--- src/rtl/ark_pkg.sv ---
// constants, field layouts and step codes for audio routing and keyclick
// What this block does
// - phone input gain +12 to -34.5 dB
// - buzzer gain 0 to -45 dB, 3 dB
// - phone input may mix with microphone
// - phone output takes microphone or playback audio
// - routing works with both converters powered down
// - gains step on fsref or internal oscillator
// - mixer feeds record input into playback output
// - mixer only for single-ended mic or aux
// - mixer volume 0.5 dB steps, mute, soft-steps
// - mixer steps on oscillator when converters off
// - keyclick register holds amplitude, frequency, length
// - keyclick frequency 62.5 Hz to 8 kHz
// - keyclick length 2 to 32 periods
// - every keyclick write starts the square wave
// - enable bit clears itself after last period
// - keyclick works with converters powered down
package ark_pkg;
  localparam int ARK_CLK_HZ = 40_000_000;
  localparam int ARK_KC_FMAX_HZ = 8000;
  localparam int ARK_KC_HALF_8K = ARK_CLK_HZ / (2 * ARK_KC_FMAX_HZ);
  localparam int ARK_OSC_TICK_NS = 1000;
  localparam int ARK_CLK_NS = 25;
  localparam int ARK_OSC_DIV = ARK_OSC_TICK_NS / ARK_CLK_NS;
  localparam logic [3:0] ARK_KC_PAGE = 4'h2;
  localparam logic [5:0] ARK_KC_ADDR = 6'h04;
  localparam int ARK_KC_EN_BIT = 15;
  localparam int ARK_KC_AMP_LSB = 12;
  localparam int ARK_KC_FRQ_LSB = 8;
  localparam int ARK_KC_LEN_LSB = 4;
  localparam logic [15:0] ARK_KC_RESET = 16'h0000;
  localparam logic [6:0] ARK_HALF_DB_MAX = 7'h5d;
  localparam logic [3:0] ARK_BUZZ_MAX = 4'hf;
  localparam int ARK_CNT_W = 19;
  typedef enum logic [1:0] {ARK_SRC_MIC_SE, ARK_SRC_AUX, ARK_SRC_DIFF,
    ARK_SRC_RSVD} ark_adc_src_t;
endpackage

--- src/rtl/ark_click_if.sv ---
// handshake and settings between register file and keyclick generator
`timescale 1ns/1ps
interface ark_click_if;
  logic start;
  logic [2:0] amp;
  logic [2:0] freq;
  logic [3:0] len;
  logic busy;
  logic wave;
  modport ctrl (output start, output amp, output freq, output len,
    input busy, input wave);
  modport gen (input start, input amp, input freq, input len,
    output busy, output wave);
endinterface

--- src/rtl/ark_top.sv ---
// audio routing, soft-stepped gain control and keyclick register
`timescale 1ns/1ps
module ark_top
  import ark_pkg::*;
#(
  parameter int KC_HALF_8K = ARK_KC_HALF_8K
) (
  input wire logic ref_clk,
  input wire logic rstn,
  input wire logic reg_wr,
  input wire logic reg_rd,
  input wire logic [3:0] reg_page,
  input wire logic [5:0] reg_addr,
  input wire logic [15:0] reg_wdata,
  output logic [15:0] reg_rdata,
  output logic reg_rvalid,
  input wire logic fsref_tick,
  input wire logic adc_pwr,
  input wire logic dac_pwr,
  input wire logic [6:0] phone_gain_set,
  input wire logic [6:0] mic_gain_set,
  input wire logic [3:0] buzz_gain_set,
  input wire logic [6:0] mix_vol_set,
  input wire logic mix_mute_set,
  input wire logic mix_en_set,
  input wire logic phone_to_rec_set,
  input wire logic phone_out_dac_set,
  input wire logic [1:0] adc_src_set,
  output logic [6:0] phone_gain,
  output logic [6:0] mic_gain,
  output logic [3:0] buzz_gain,
  output logic [6:0] mix_vol,
  output logic mix_mute,
  output logic mix_to_dac,
  output logic phone_to_rec,
  output logic phone_out_dac,
  output logic gain_busy,
  output logic kc_wave,
  output logic [2:0] kc_amp,
  output logic kc_active
);
  ark_click_if kc ();

  logic [15:0] kc_reg_q;
  logic kc_hit;
  logic [6:0] osc_cnt_q;
  logic osc_tick;
  logic pga_tick;
  logic mix_tick;
  logic mix_avail;
  logic phone_mv;
  logic mic_mv;
  logic buzz_mv;
  logic mix_mv;
  logic mix_mute_q;
  logic mix_to_dac_q;
  logic phone_to_rec_q;
  logic phone_out_dac_q;
  logic kc_wave_q;
  logic [2:0] kc_amp_q;
  ark_adc_src_t adc_src;

  assign kc_hit = (reg_page == ARK_KC_PAGE) && (reg_addr == ARK_KC_ADDR);

  // keyclick register: fields stored, enable reads back the live busy flag
  always_ff @(posedge ref_clk or negedge rstn)
  begin
    if (!rstn)
    begin
      kc_reg_q <= ARK_KC_RESET;
    end
    else if (reg_wr && kc_hit)
    begin
      kc_reg_q <= reg_wdata;
    end
  end

  // any write starts or restarts the click; start wins over self-clear
  assign kc.start = reg_wr && kc_hit;
  assign kc.amp = reg_wdata[ARK_KC_AMP_LSB +: 3];
  assign kc.freq = reg_wdata[ARK_KC_FRQ_LSB +: 3];
  assign kc.len = reg_wdata[ARK_KC_LEN_LSB +: 4];

  always_ff @(posedge ref_clk or negedge rstn)
  begin
    if (!rstn)
    begin
      reg_rdata <= 16'h0000;
      reg_rvalid <= 1'b0;
    end
    else
    begin
      reg_rvalid <= reg_rd;
      if (reg_rd)
      begin
        if (kc_hit)
        begin
          reg_rdata <= {kc.busy, kc_reg_q[14:0]};
        end
        else
        begin
          reg_rdata <= 16'h0000;
        end
      end
    end
  end

  // internal oscillator tick, always running regardless of converter power
  always_ff @(posedge ref_clk or negedge rstn)
  begin
    if (!rstn)
    begin
      osc_cnt_q <= 7'h00;
    end
    else if (osc_tick)
    begin
      osc_cnt_q <= 7'h00;
    end
    else
    begin
      osc_cnt_q <= osc_cnt_q + 7'h01;
    end
  end

  assign osc_tick = (osc_cnt_q == 7'(ARK_OSC_DIV - 1));
  assign pga_tick = dac_pwr ? fsref_tick : osc_tick;
  assign mix_tick = (adc_pwr || dac_pwr) ? fsref_tick : osc_tick;

  ark_stepper #(
    .W(7),
    .MAXC(ARK_HALF_DB_MAX)
  ) u_phone (
    .ref_clk(ref_clk),
    .rstn(rstn),
    .tick(pga_tick),
    .target(phone_gain_set),
    .cur_q(phone_gain),
    .moving(phone_mv)
  );

  ark_stepper #(
    .W(7),
    .MAXC(ARK_HALF_DB_MAX)
  ) u_mic (
    .ref_clk(ref_clk),
    .rstn(rstn),
    .tick(pga_tick),
    .target(mic_gain_set),
    .cur_q(mic_gain),
    .moving(mic_mv)
  );

  ark_stepper #(
    .W(4),
    .MAXC(ARK_BUZZ_MAX)
  ) u_buzz (
    .ref_clk(ref_clk),
    .rstn(rstn),
    .tick(pga_tick),
    .target(buzz_gain_set),
    .cur_q(buzz_gain),
    .moving(buzz_mv)
  );

  ark_stepper #(
    .W(7),
    .MAXC(ARK_HALF_DB_MAX)
  ) u_mix (
    .ref_clk(ref_clk),
    .rstn(rstn),
    .tick(mix_tick),
    .target(mix_vol_set),
    .cur_q(mix_vol),
    .moving(mix_mv)
  );

  assign gain_busy = phone_mv || mic_mv || buzz_mv || mix_mv;

  assign adc_src = ark_adc_src_t'(adc_src_set);
  assign mix_avail = (adc_src == ARK_SRC_MIC_SE) ||
    (adc_src == ARK_SRC_AUX);

  // routing switches hold no dependency on converter power
  always_ff @(posedge ref_clk or negedge rstn)
  begin
    if (!rstn)
    begin
      mix_mute_q <= 1'b1;
      mix_to_dac_q <= 1'b0;
      phone_to_rec_q <= 1'b0;
      phone_out_dac_q <= 1'b0;
    end
    else
    begin
      mix_mute_q <= mix_mute_set;
      mix_to_dac_q <= mix_en_set && mix_avail;
      phone_to_rec_q <= phone_to_rec_set;
      phone_out_dac_q <= phone_out_dac_set;
    end
  end

  assign mix_mute = mix_mute_q;
  assign mix_to_dac = mix_to_dac_q;
  assign phone_to_rec = phone_to_rec_q;
  assign phone_out_dac = phone_out_dac_q;

  ark_keyclick #(
    .HALF_8K(KC_HALF_8K)
  ) u_click (
    .ref_clk(ref_clk),
    .rstn(rstn),
    .kc(kc.gen)
  );

  always_ff @(posedge ref_clk or negedge rstn)
  begin
    if (!rstn)
    begin
      kc_wave_q <= 1'b0;
      kc_amp_q <= 3'h0;
    end
    else
    begin
      kc_wave_q <= kc.wave;
      if (kc.start)
      begin
        kc_amp_q <= kc.amp;
      end
    end
  end

  assign kc_wave = kc_wave_q;
  assign kc_amp = kc_amp_q;
  assign kc_active = kc.busy;
endmodule // ark_top

--- src/rtl/ark_stepper.sv ---
// one soft-stepped gain stage: moves one code per tick toward its target
`timescale 1ns/1ps
module ark_stepper #(
  parameter int W = 7,
  parameter logic [W-1:0] MAXC = '1
) (
  input wire logic ref_clk,
  input wire logic rstn,
  input wire logic tick,
  input wire logic [W-1:0] target,
  output logic [W-1:0] cur_q,
  output logic moving
);
  logic [W-1:0] goal;

  assign goal = (target > MAXC) ? MAXC : target;
  assign moving = (cur_q != goal);

  always_ff @(posedge ref_clk or negedge rstn)
  begin
    if (!rstn)
    begin
      cur_q <= '0;
    end
    else if (tick && moving)
    begin
      if (cur_q < goal)
      begin
        cur_q <= cur_q + W'(1);
      end
      else
      begin
        cur_q <= cur_q - W'(1);
      end
    end
  end
endmodule // ark_stepper

--- src/rtl/ark_keyclick.sv ---
// keyclick square-wave generator with self-ending length count
`timescale 1ns/1ps
module ark_keyclick
  import ark_pkg::*;
#(
  parameter int HALF_8K = ARK_KC_HALF_8K
) (
  input wire logic ref_clk,
  input wire logic rstn,
  ark_click_if.gen kc
);
  logic [ARK_CNT_W-1:0] cnt_q;
  logic [ARK_CNT_W-1:0] half_len;
  logic [6:0] halves_q;
  logic [2:0] freq_q;
  logic [2:0] freq_sel;

  // write data moves on after the strobe, so reloads use the held code
  assign freq_sel = kc.start ? kc.freq : freq_q;

  // half period doubles per frequency code: 8 kHz down to 62.5 Hz
  assign half_len = ARK_CNT_W'(HALF_8K) << freq_sel;

  always_ff @(posedge ref_clk or negedge rstn)
  begin
    if (!rstn)
    begin
      cnt_q <= '0;
      halves_q <= '0;
      freq_q <= 3'h0;
      kc.busy <= 1'b0;
      kc.wave <= 1'b0;
    end
    else if (kc.start)
    begin
      cnt_q <= half_len - ARK_CNT_W'(1);
      freq_q <= kc.freq;
      halves_q <= {kc.len, 2'b00} + 7'h03;
      kc.busy <= 1'b1;
      kc.wave <= 1'b1;
    end
    else if (kc.busy)
    begin
      if (cnt_q == '0)
      begin
        cnt_q <= half_len - ARK_CNT_W'(1);
        kc.wave <= ~kc.wave;
        halves_q <= halves_q - 7'h01;
        if (halves_q == '0)
        begin
          kc.busy <= 1'b0;
          kc.wave <= 1'b0;
        end
      end
      else
      begin
        cnt_q <= cnt_q - ARK_CNT_W'(1);
      end
    end
  end
endmodule // ark_keyclick

--- config.mk ---
export PLATFORM = sky130hd
export DESIGN_NAME = ark_top
export DESIGN_NICKNAME = d
export VERILOG_FILES = /design/src/rtl/ark_pkg.sv /design/src/rtl/ark_click_if.sv /design/src/rtl/ark_top.sv /design/src/rtl/ark_stepper.sv /design/src/rtl/ark_keyclick.sv
export SDC_FILE = /design/constraint.sdc
export NUM_CORES = 1
export LEC_CHECK = 0
export BUFFER_PORTS_ARGS = -buffer_cell sky130_fd_sc_hd__buf_2
export CAP_MARGIN = 20
export CORE_MARGIN = 4
export CORE_UTILIZATION = 40
export CTS_CLUSTER_SIZE = 10
export DETAILED_ROUTE_END_ITERATION = 12
export PLACE_DENSITY_LB_ADDON = 0.15
export SYNTH_ARGS = -nofsm -noshare
export SYNTH_HDL_FRONTEND = slang
export SYNTH_SLANG_ARGS = --single-unit
--- constraint.sdc ---
create_clock -name ref_clk -period 3.8 [get_ports ref_clk]
set_input_delay 0.76 -clock ref_clk [delete_from_list [all_inputs] [get_ports ref_clk]]
set_output_delay 0.76 -clock ref_clk [all_outputs]
set_load 0.1 [all_outputs]
# After elaboration in Yosys (flattened, before gate mapping)
# Cells that the tools add are included.
[word_totals]
reg_bits = 103
latch_bits = 0
mem_bits_rw = 0
romBits = 0
input_bits = 64
wordCells = 95
n_memories = 0
[classes]
n_addsub = 13
n_mul = 0
div = 0
order_cmp = 8
eq_ne = 8
shift = 1
mux = 27
bitwise_logic = 1
n_reduce_logical = 18
[op_table]
columns = ["op", "n"]
rows = [
  ["$mux W7", 10],
  ["$mux W19", 3],
  ["$sub A19 B1 Y19 const B", 2],
  ["$add A7 B1 Y7 const B", 4],
  ["$sub A7 B1 Y7 const B", 4],
  ["$gt A7 B7 Y1 const B", 3],
  ["$lt A7 B7 Y1", 3],
  ["$ne A7 B7 Y1", 3],
  ["$logic_not A19 Y1", 1],
  ["$shl A12 B3 Y19 const A", 1],
  ["$mux W16", 1],
  ["$mux W1", 10],
  ["$mux W4", 2],
  ["$add A6 B2 Y7 const B", 1],
  ["$eq A7 B6 Y1 const B", 1],
  ["$logic_and A1 B1 Y1", 7],
  ["$logic_not A7 Y1", 1],
  ["$eq A6 B3 Y1 const B", 1],
  ["$logic_or A1 B1 Y1", 5],
  ["$add A4 B1 Y4 const B", 1],
  ["$eq A4 B2 Y1 const B", 1],
  ["$gt A4 B4 Y1 const B", 1],
  ["$lt A4 B4 Y1", 1],
  ["$ne A4 B4 Y1", 1],
  ["other kinds (7)", 8],
]

# Depth between registers and ports, before layout
[logic_depth]
ltp_word = 9
ltp_mapped = 15
ltp_nobuf = 15

# Cells and area by module
# Synthesis repeated with hierarchy kept, for this count alone.
[unflattened]
hier_cells = 629
hier_area_um2 = 6324.8
[by_module_without_submodules]
columns = ["mod", "instances", "cells_each", "area_per_inst_um2", "seq_area_each_um2"]
rows = [
  ["ark_keyclick", 1, 243, 2227.1, 775.7],
  ["ark_stepper (u_mic ...)", 3, 69, 645.6, 175.2],
  ["ark_top", 1, 145, 1816.7, 1102.3],
  ["ark_stepper (u_buzz)", 1, 34, 344.1, 100.1],
]

# Worst setup path before layout
# OpenSTA, ideal clock, no wires.
[synth_timing]
path_type = "input port to flip-flop"
startpoint = "input mix_vol_set[3]"
endpoint = "register u_mix.cur_q[6]"
setup_time_ps = 159
arrival_ps = 3544
required_time_ps = 3641
setup_slack_ps = 98
cell_stages = 15
cell_sequence = "a41o_1 nand2_1 nand2_1 ha_1 nor2b_1 o21ai_0 a21oi_1 or3_1 fa_1 a211oi_1 o21bai_1 a21oi_1 o31a_1 o21ai_0 xnor2_1"
[synth_between]
elab_chain_cells = 4
word_cells_on_any_way = 6
classes_between = "2 x order compare; 1 x eq/ne; 2 x mux; 1 x reduce/logical"
[synth_rtl]
columns = ["item", "line_no", "text"]
rows = [
  ["from (decl)", "ark_top.sv:23", "input wire logic [6:0] mix_vol_set,"],
  ["$gt A7 B7 Y1", "ark_stepper.sv:16", "assign goal = (target > MAXC) ? MAXC : target;"],
  ["$mux W7 *", "ark_stepper.sv:16", ""],
  ["$lt A7 B7 Y1 / $ne A7 B7 Y1 (equally long branches)", "ark_stepper.sv:27, ark_stepper.sv:17", ""],
  ["$mux W7 / $logic_and A1 B1 Y1 (equally long branches)", "ark_stepper.sv:27, ark_stepper.sv:25", ""],
  ["to (signal assigned)", "ark_stepper.sv:29", "cur_q <= cur_q + W'(1);"],
  ["to (signal assigned)", "ark_stepper.sv:33", "cur_q <= cur_q - W'(1);"],
  ["to (decl)", "ark_stepper.sv:11", "output logic [W-1:0] cur_q,"],
]
# Every way passes the cells marked *; elsewhere a longest branch is shown, timed or not.
# A chain may end at the register's enable or synchronous reset.

# Worst setup path in the final report
# Same ends and word-level chain as after synthesis.

==> summary.md <==
| Metric | Value |
|---|---|
| Outcome | `completed` |
| Setup bufs post-CTS | `0` |
| Final TNS setup | `0 ns` |
| Reg2Reg Setup Slack | `0.59 ns` |
| HPWL Detailed | `11.75 mm` |
| Footprint of the multi-input gates | `3445 µm²` |
| Placed Instances | `1034` |
| Die span in x | `132.8 µm` |
| Synth-to-Final Area Change | `21.69%` |
| Sink Count | `100` |
| Clock root buffer | `clkbuf_16` |
| Unrepaired setup endpoints after global routing | `no` |
| Initial antenna violation count | `0` |
| # diodes | `0` |
| Crit path kind | `input pin to register` |
| Distinct cells, synth | `61` |
| Startpoint Class | `input pin` |
| Least-Margin Pin Slew | `0.9528 ns` |
| # IOs | `116` |
| Crit path time final | `3.567 ns` |
| Worst-path cell chain | `buf_2, a41o_1, nand2_1, nand2_1, ha_1, nor2b_1, o21ai_0, a21oi_1, or3_1, buf_4, ha_1, a211oi_1, o21bai_1, a21oi_1, o31a_1, o21ai_0, xnor2_1` |
| Die area | `17650 µm²` |
| Starting DRT DRC Count | `264` |
| EDFF count, synth | `0` |
| Die H | `132.8 µm` |
| Post-Syn Area | `6235 µm²` |
| Largest net degree at the start of global routing | `56` |
| Port bufs | `113` |
| Fillcell total | `1420` |
| Critical Path End | `u_mix.cur_q[6]$_DFFE_PN0P_` |
| Crit. End Element | `register` |
| Starting Density | `40.86%` |
| R2r startpoint | `u_mix.cur_q[1]$_DFFE_PN0P_` |
| Dominant cells by area after synthesis | `dfrtp_1 40%, ha_1 11%, nand2_1 6.3%` |
| Worst Setup SP | `mix_vol_set[3]` |
| Synth Area per Inst | `8.984 µm²` |
| Total number of vias | `5575` |
| Post-layout util | `49.73%` |
| Drt drc | `0` |
| Max-cap violations | `0` |
| R2R Path End | `u_mix.cur_q[6]$_DFFE_PN0P_` |
| Total Power | `5.725 mW` |
| Synthesized net count | `815` |
| Fmax achieved | `0.2803 GHz` |
| Slowest cell on crit path | `or3_1` |
| Predominant post-synthesis flop cell | `dfrtp_1` |
| Worst VDD drop | `0.0004297 V` |
| Synthesis-stage register bit count | `100` |
| Post-placement cell area | `7288 µm²` |
| DP Worst Slack | `-0.1291 ns` |
| Post-synth ARST share | `100.0%` |
| Yosys top cell area share | `39.74%` |
| Register area share after synthesis | `40.16%` |
| Pwr Density | `754.5 nW/µm²` |
| Vias in the first global route | `5513` |
| Reg2reg path depth | `13` |
| Max incr delay on CP | `0.39 ns` |
| Register area | `2504 µm²` |
| Final Cycle Share | `93.87%` |
| Clock skew | `0.008159 ns` |
| Final slew viol count | `0` |
| Worst Path Arrival | `3.82 ns` |
| Worst-path clk slew | `0.08 ns` |
| Final setup vio count | `0` |
| CTS tree | `done` |
| Ratio of cells with drive above 1 in the final layout | `22.65%` |
| Hold_buf cts | `0` |
| Global-route wire length before repair | `26.58 mm` |
| Fin. Hold Viols | `0` |
| Cts repair resizes | `0` |
| P_leak | `3.605 nW` |
| Final WS setup | `0.2328 ns` |
| Final #Nets | `955` |
| Row Count | `45` |
| Post-Synthesis Cells | `694` |
| Global-route usage over all layers | `18.13%` |
| Hold Crit Class | `input pin to asynchronous set/reset pin` |
| TritonCTS Buffers | `9` |
| Design Area, Final | `7587 µm²` |
| Pre-Repair DR Iteration Count | `5` |
| Hold Slack | `0.3911 ns` |
| Worst slew margin | `35.89%` |
| WL/cell | `15.04 µm` |
| Gr ovfl total | `0` |
| Synth warnings | `0` |
| Longest Clk Path Bufs | `2` |
| Leading area contributor after synthesis | `dfrtp_1` |
| Latest clock arrival within the worst-skew pair | `0.36 ns` |
| Post-route ant nets | `0` |
| Worst Path Required | `4.05 ns` |
| Core area | `15260 µm²` |
| H-tree Lvls | `3` |
| Gpl congestion | `0.8599` |
| Crit path max fanout | `4` |
| Number of vias per cell | `5.310` |
| Finished Layout Cells | `1050` |
| Routed Wire Length | `15.79 mm` |
## cell type report
| class | count | share of cell area (%) |
|---|---|---|
| clock buffers | 9 | 2.968 |
| flip-flops and latches | 100 | 33.00 |
| well taps | 211 | 3.480 |
| repair buffers | 157 | 12.01 |
| inverters | 44 | 2.177 |
| multi-input cells | 522 | 45.40 |
| clock inverters | 7 | 0.9730 |
## registers in the layout, summed over array words and instances (netlist names)
| name | count |
|---|---|
| u_click.cnt_q | 19 |
| phone_out_dac | 1 |
| reg_rvalid | 1 |
| mix_mute | 1 |
| u_click.freq_q | 3 |
| osc_cnt_q | 7 |
| u_click.halves_q | 7 |
| kc_reg_q | 15 |
| u_mix.cur_q | 7 |
| kc_wave | 1 |
| u_mic.cur_q | 7 |
| u_phone.cur_q | 7 |
| u_click.kc.busy | 1 |
| u_buzz.cur_q | 4 |
| mix_to_dac | 1 |
| reg_rdata | 16 |
| u_click.kc.wave | 1 |
| phone_to_rec | 1 |
## synthesized netlist by cell type (all sizes together) (5+ instances only)
cell type / n
nand2: 104
dfrtp: 99
o21ai: 71
ha: 53
a21oi: 50
inv: 43
nor2: 36
clkbuf: 20
xnor2: 18
nand3: 17
xor2: 14
nor4: 12
nor3: 11
buf: 8
mux2: 8
or3: 8
nand4: 7
nor2b: 7
nor4b: 7
o22ai: 7
a211oi: 6
nand2b: 6
o21a: 6
o21bai: 6
mux2i: 5
o31ai: 5
or4: 5
## worst min-delay path by stage
stage	start	end	slack [ns]
final	rstn	u_phone.cur_q[4]$_DFFE_PN0P_	0.39
after global placement	osc_cnt_q[0]$_DFF_PN0_	osc_cnt_q[0]$_DFF_PN0_	0.45
after floorplan	u_click.kc.wave$_DFFE_PN0P_	kc_wave$_DFF_PN0_	0.38
after global routing	rstn	u_phone.cur_q[4]$_DFFE_PN0P_	0.44
after CTS	rstn	u_phone.cur_q[4]$_DFFE_PN0P_	0.41
after detailed placement	osc_cnt_q[0]$_DFF_PN0_	osc_cnt_q[0]$_DFF_PN0_	0.45
## metal layers
layer	vias to the layer above	part of all wire [%]	global-route usage, %
met5	-	0	0
met4	0	1.8	5.774
met3	26	5.3	3.954
met2	157	48	29.54
met1	2633	45	24.09
li1	2759	-	-
## worst max-delay path, delay by kind of cell
kind            cells  cell delay [ns]
compound gates      8             1.34
fa+ha+maj           2             0.57
xor+xnor            1             0.18
buf+inv             2             0.27
simple gates        4             0.66
## power breakdown
| part | internal (mW) | total (mW) | switching (mW) |
|---|---|---|---|
| Combinational | 1.17 | 3.27 | 2.10 |
| Sequential | 1.26 | 1.52 | 0.264 |
| Clock | 0.468 | 0.932 | 0.464 |
| Total | 2.90 | 5.72 | 2.83 |
## placed cells by master (no fill, tap or decap), types with 5 or more instances in the layout
master / n
a211oi_1: 6
a21oi_1: 50
buf_2: 112
buf_4: 44
clkbuf_16: 9
dfrtp_1: 99
ha_1: 53
inv_1: 43
mux2_2: 8
nand2_1: 104
nand2b_1: 6
nand3_1: 17
nand4_1: 7
nor2_1: 36
nor2b_1: 7
nor3_1: 10
nor4_1: 10
nor4b_1: 6
o21a_1: 6
o21ai_0: 70
o21bai_1: 6
o22ai_1: 7
o31ai_1: 5
or3_1: 8
xnor2_1: 18
xor2_1: 14
## kinds of logic (layout without fill, tap and decap cells)
family / count (synthesis) / count (layout) / synth area share (%)
compound gates: 187 / 187 / 18.08
xor+xnor: 32 / 32 / 4.495
fa+ha+maj: 57 / 57 / 11.92
buf+inv: 72 / 217 / 4.595
flops: 100 / 100 / 40.16
mux: 13 / 13 / 2.308
simple gates: 233 / 233 / 18.44
(Power assumes the default switching activity.)
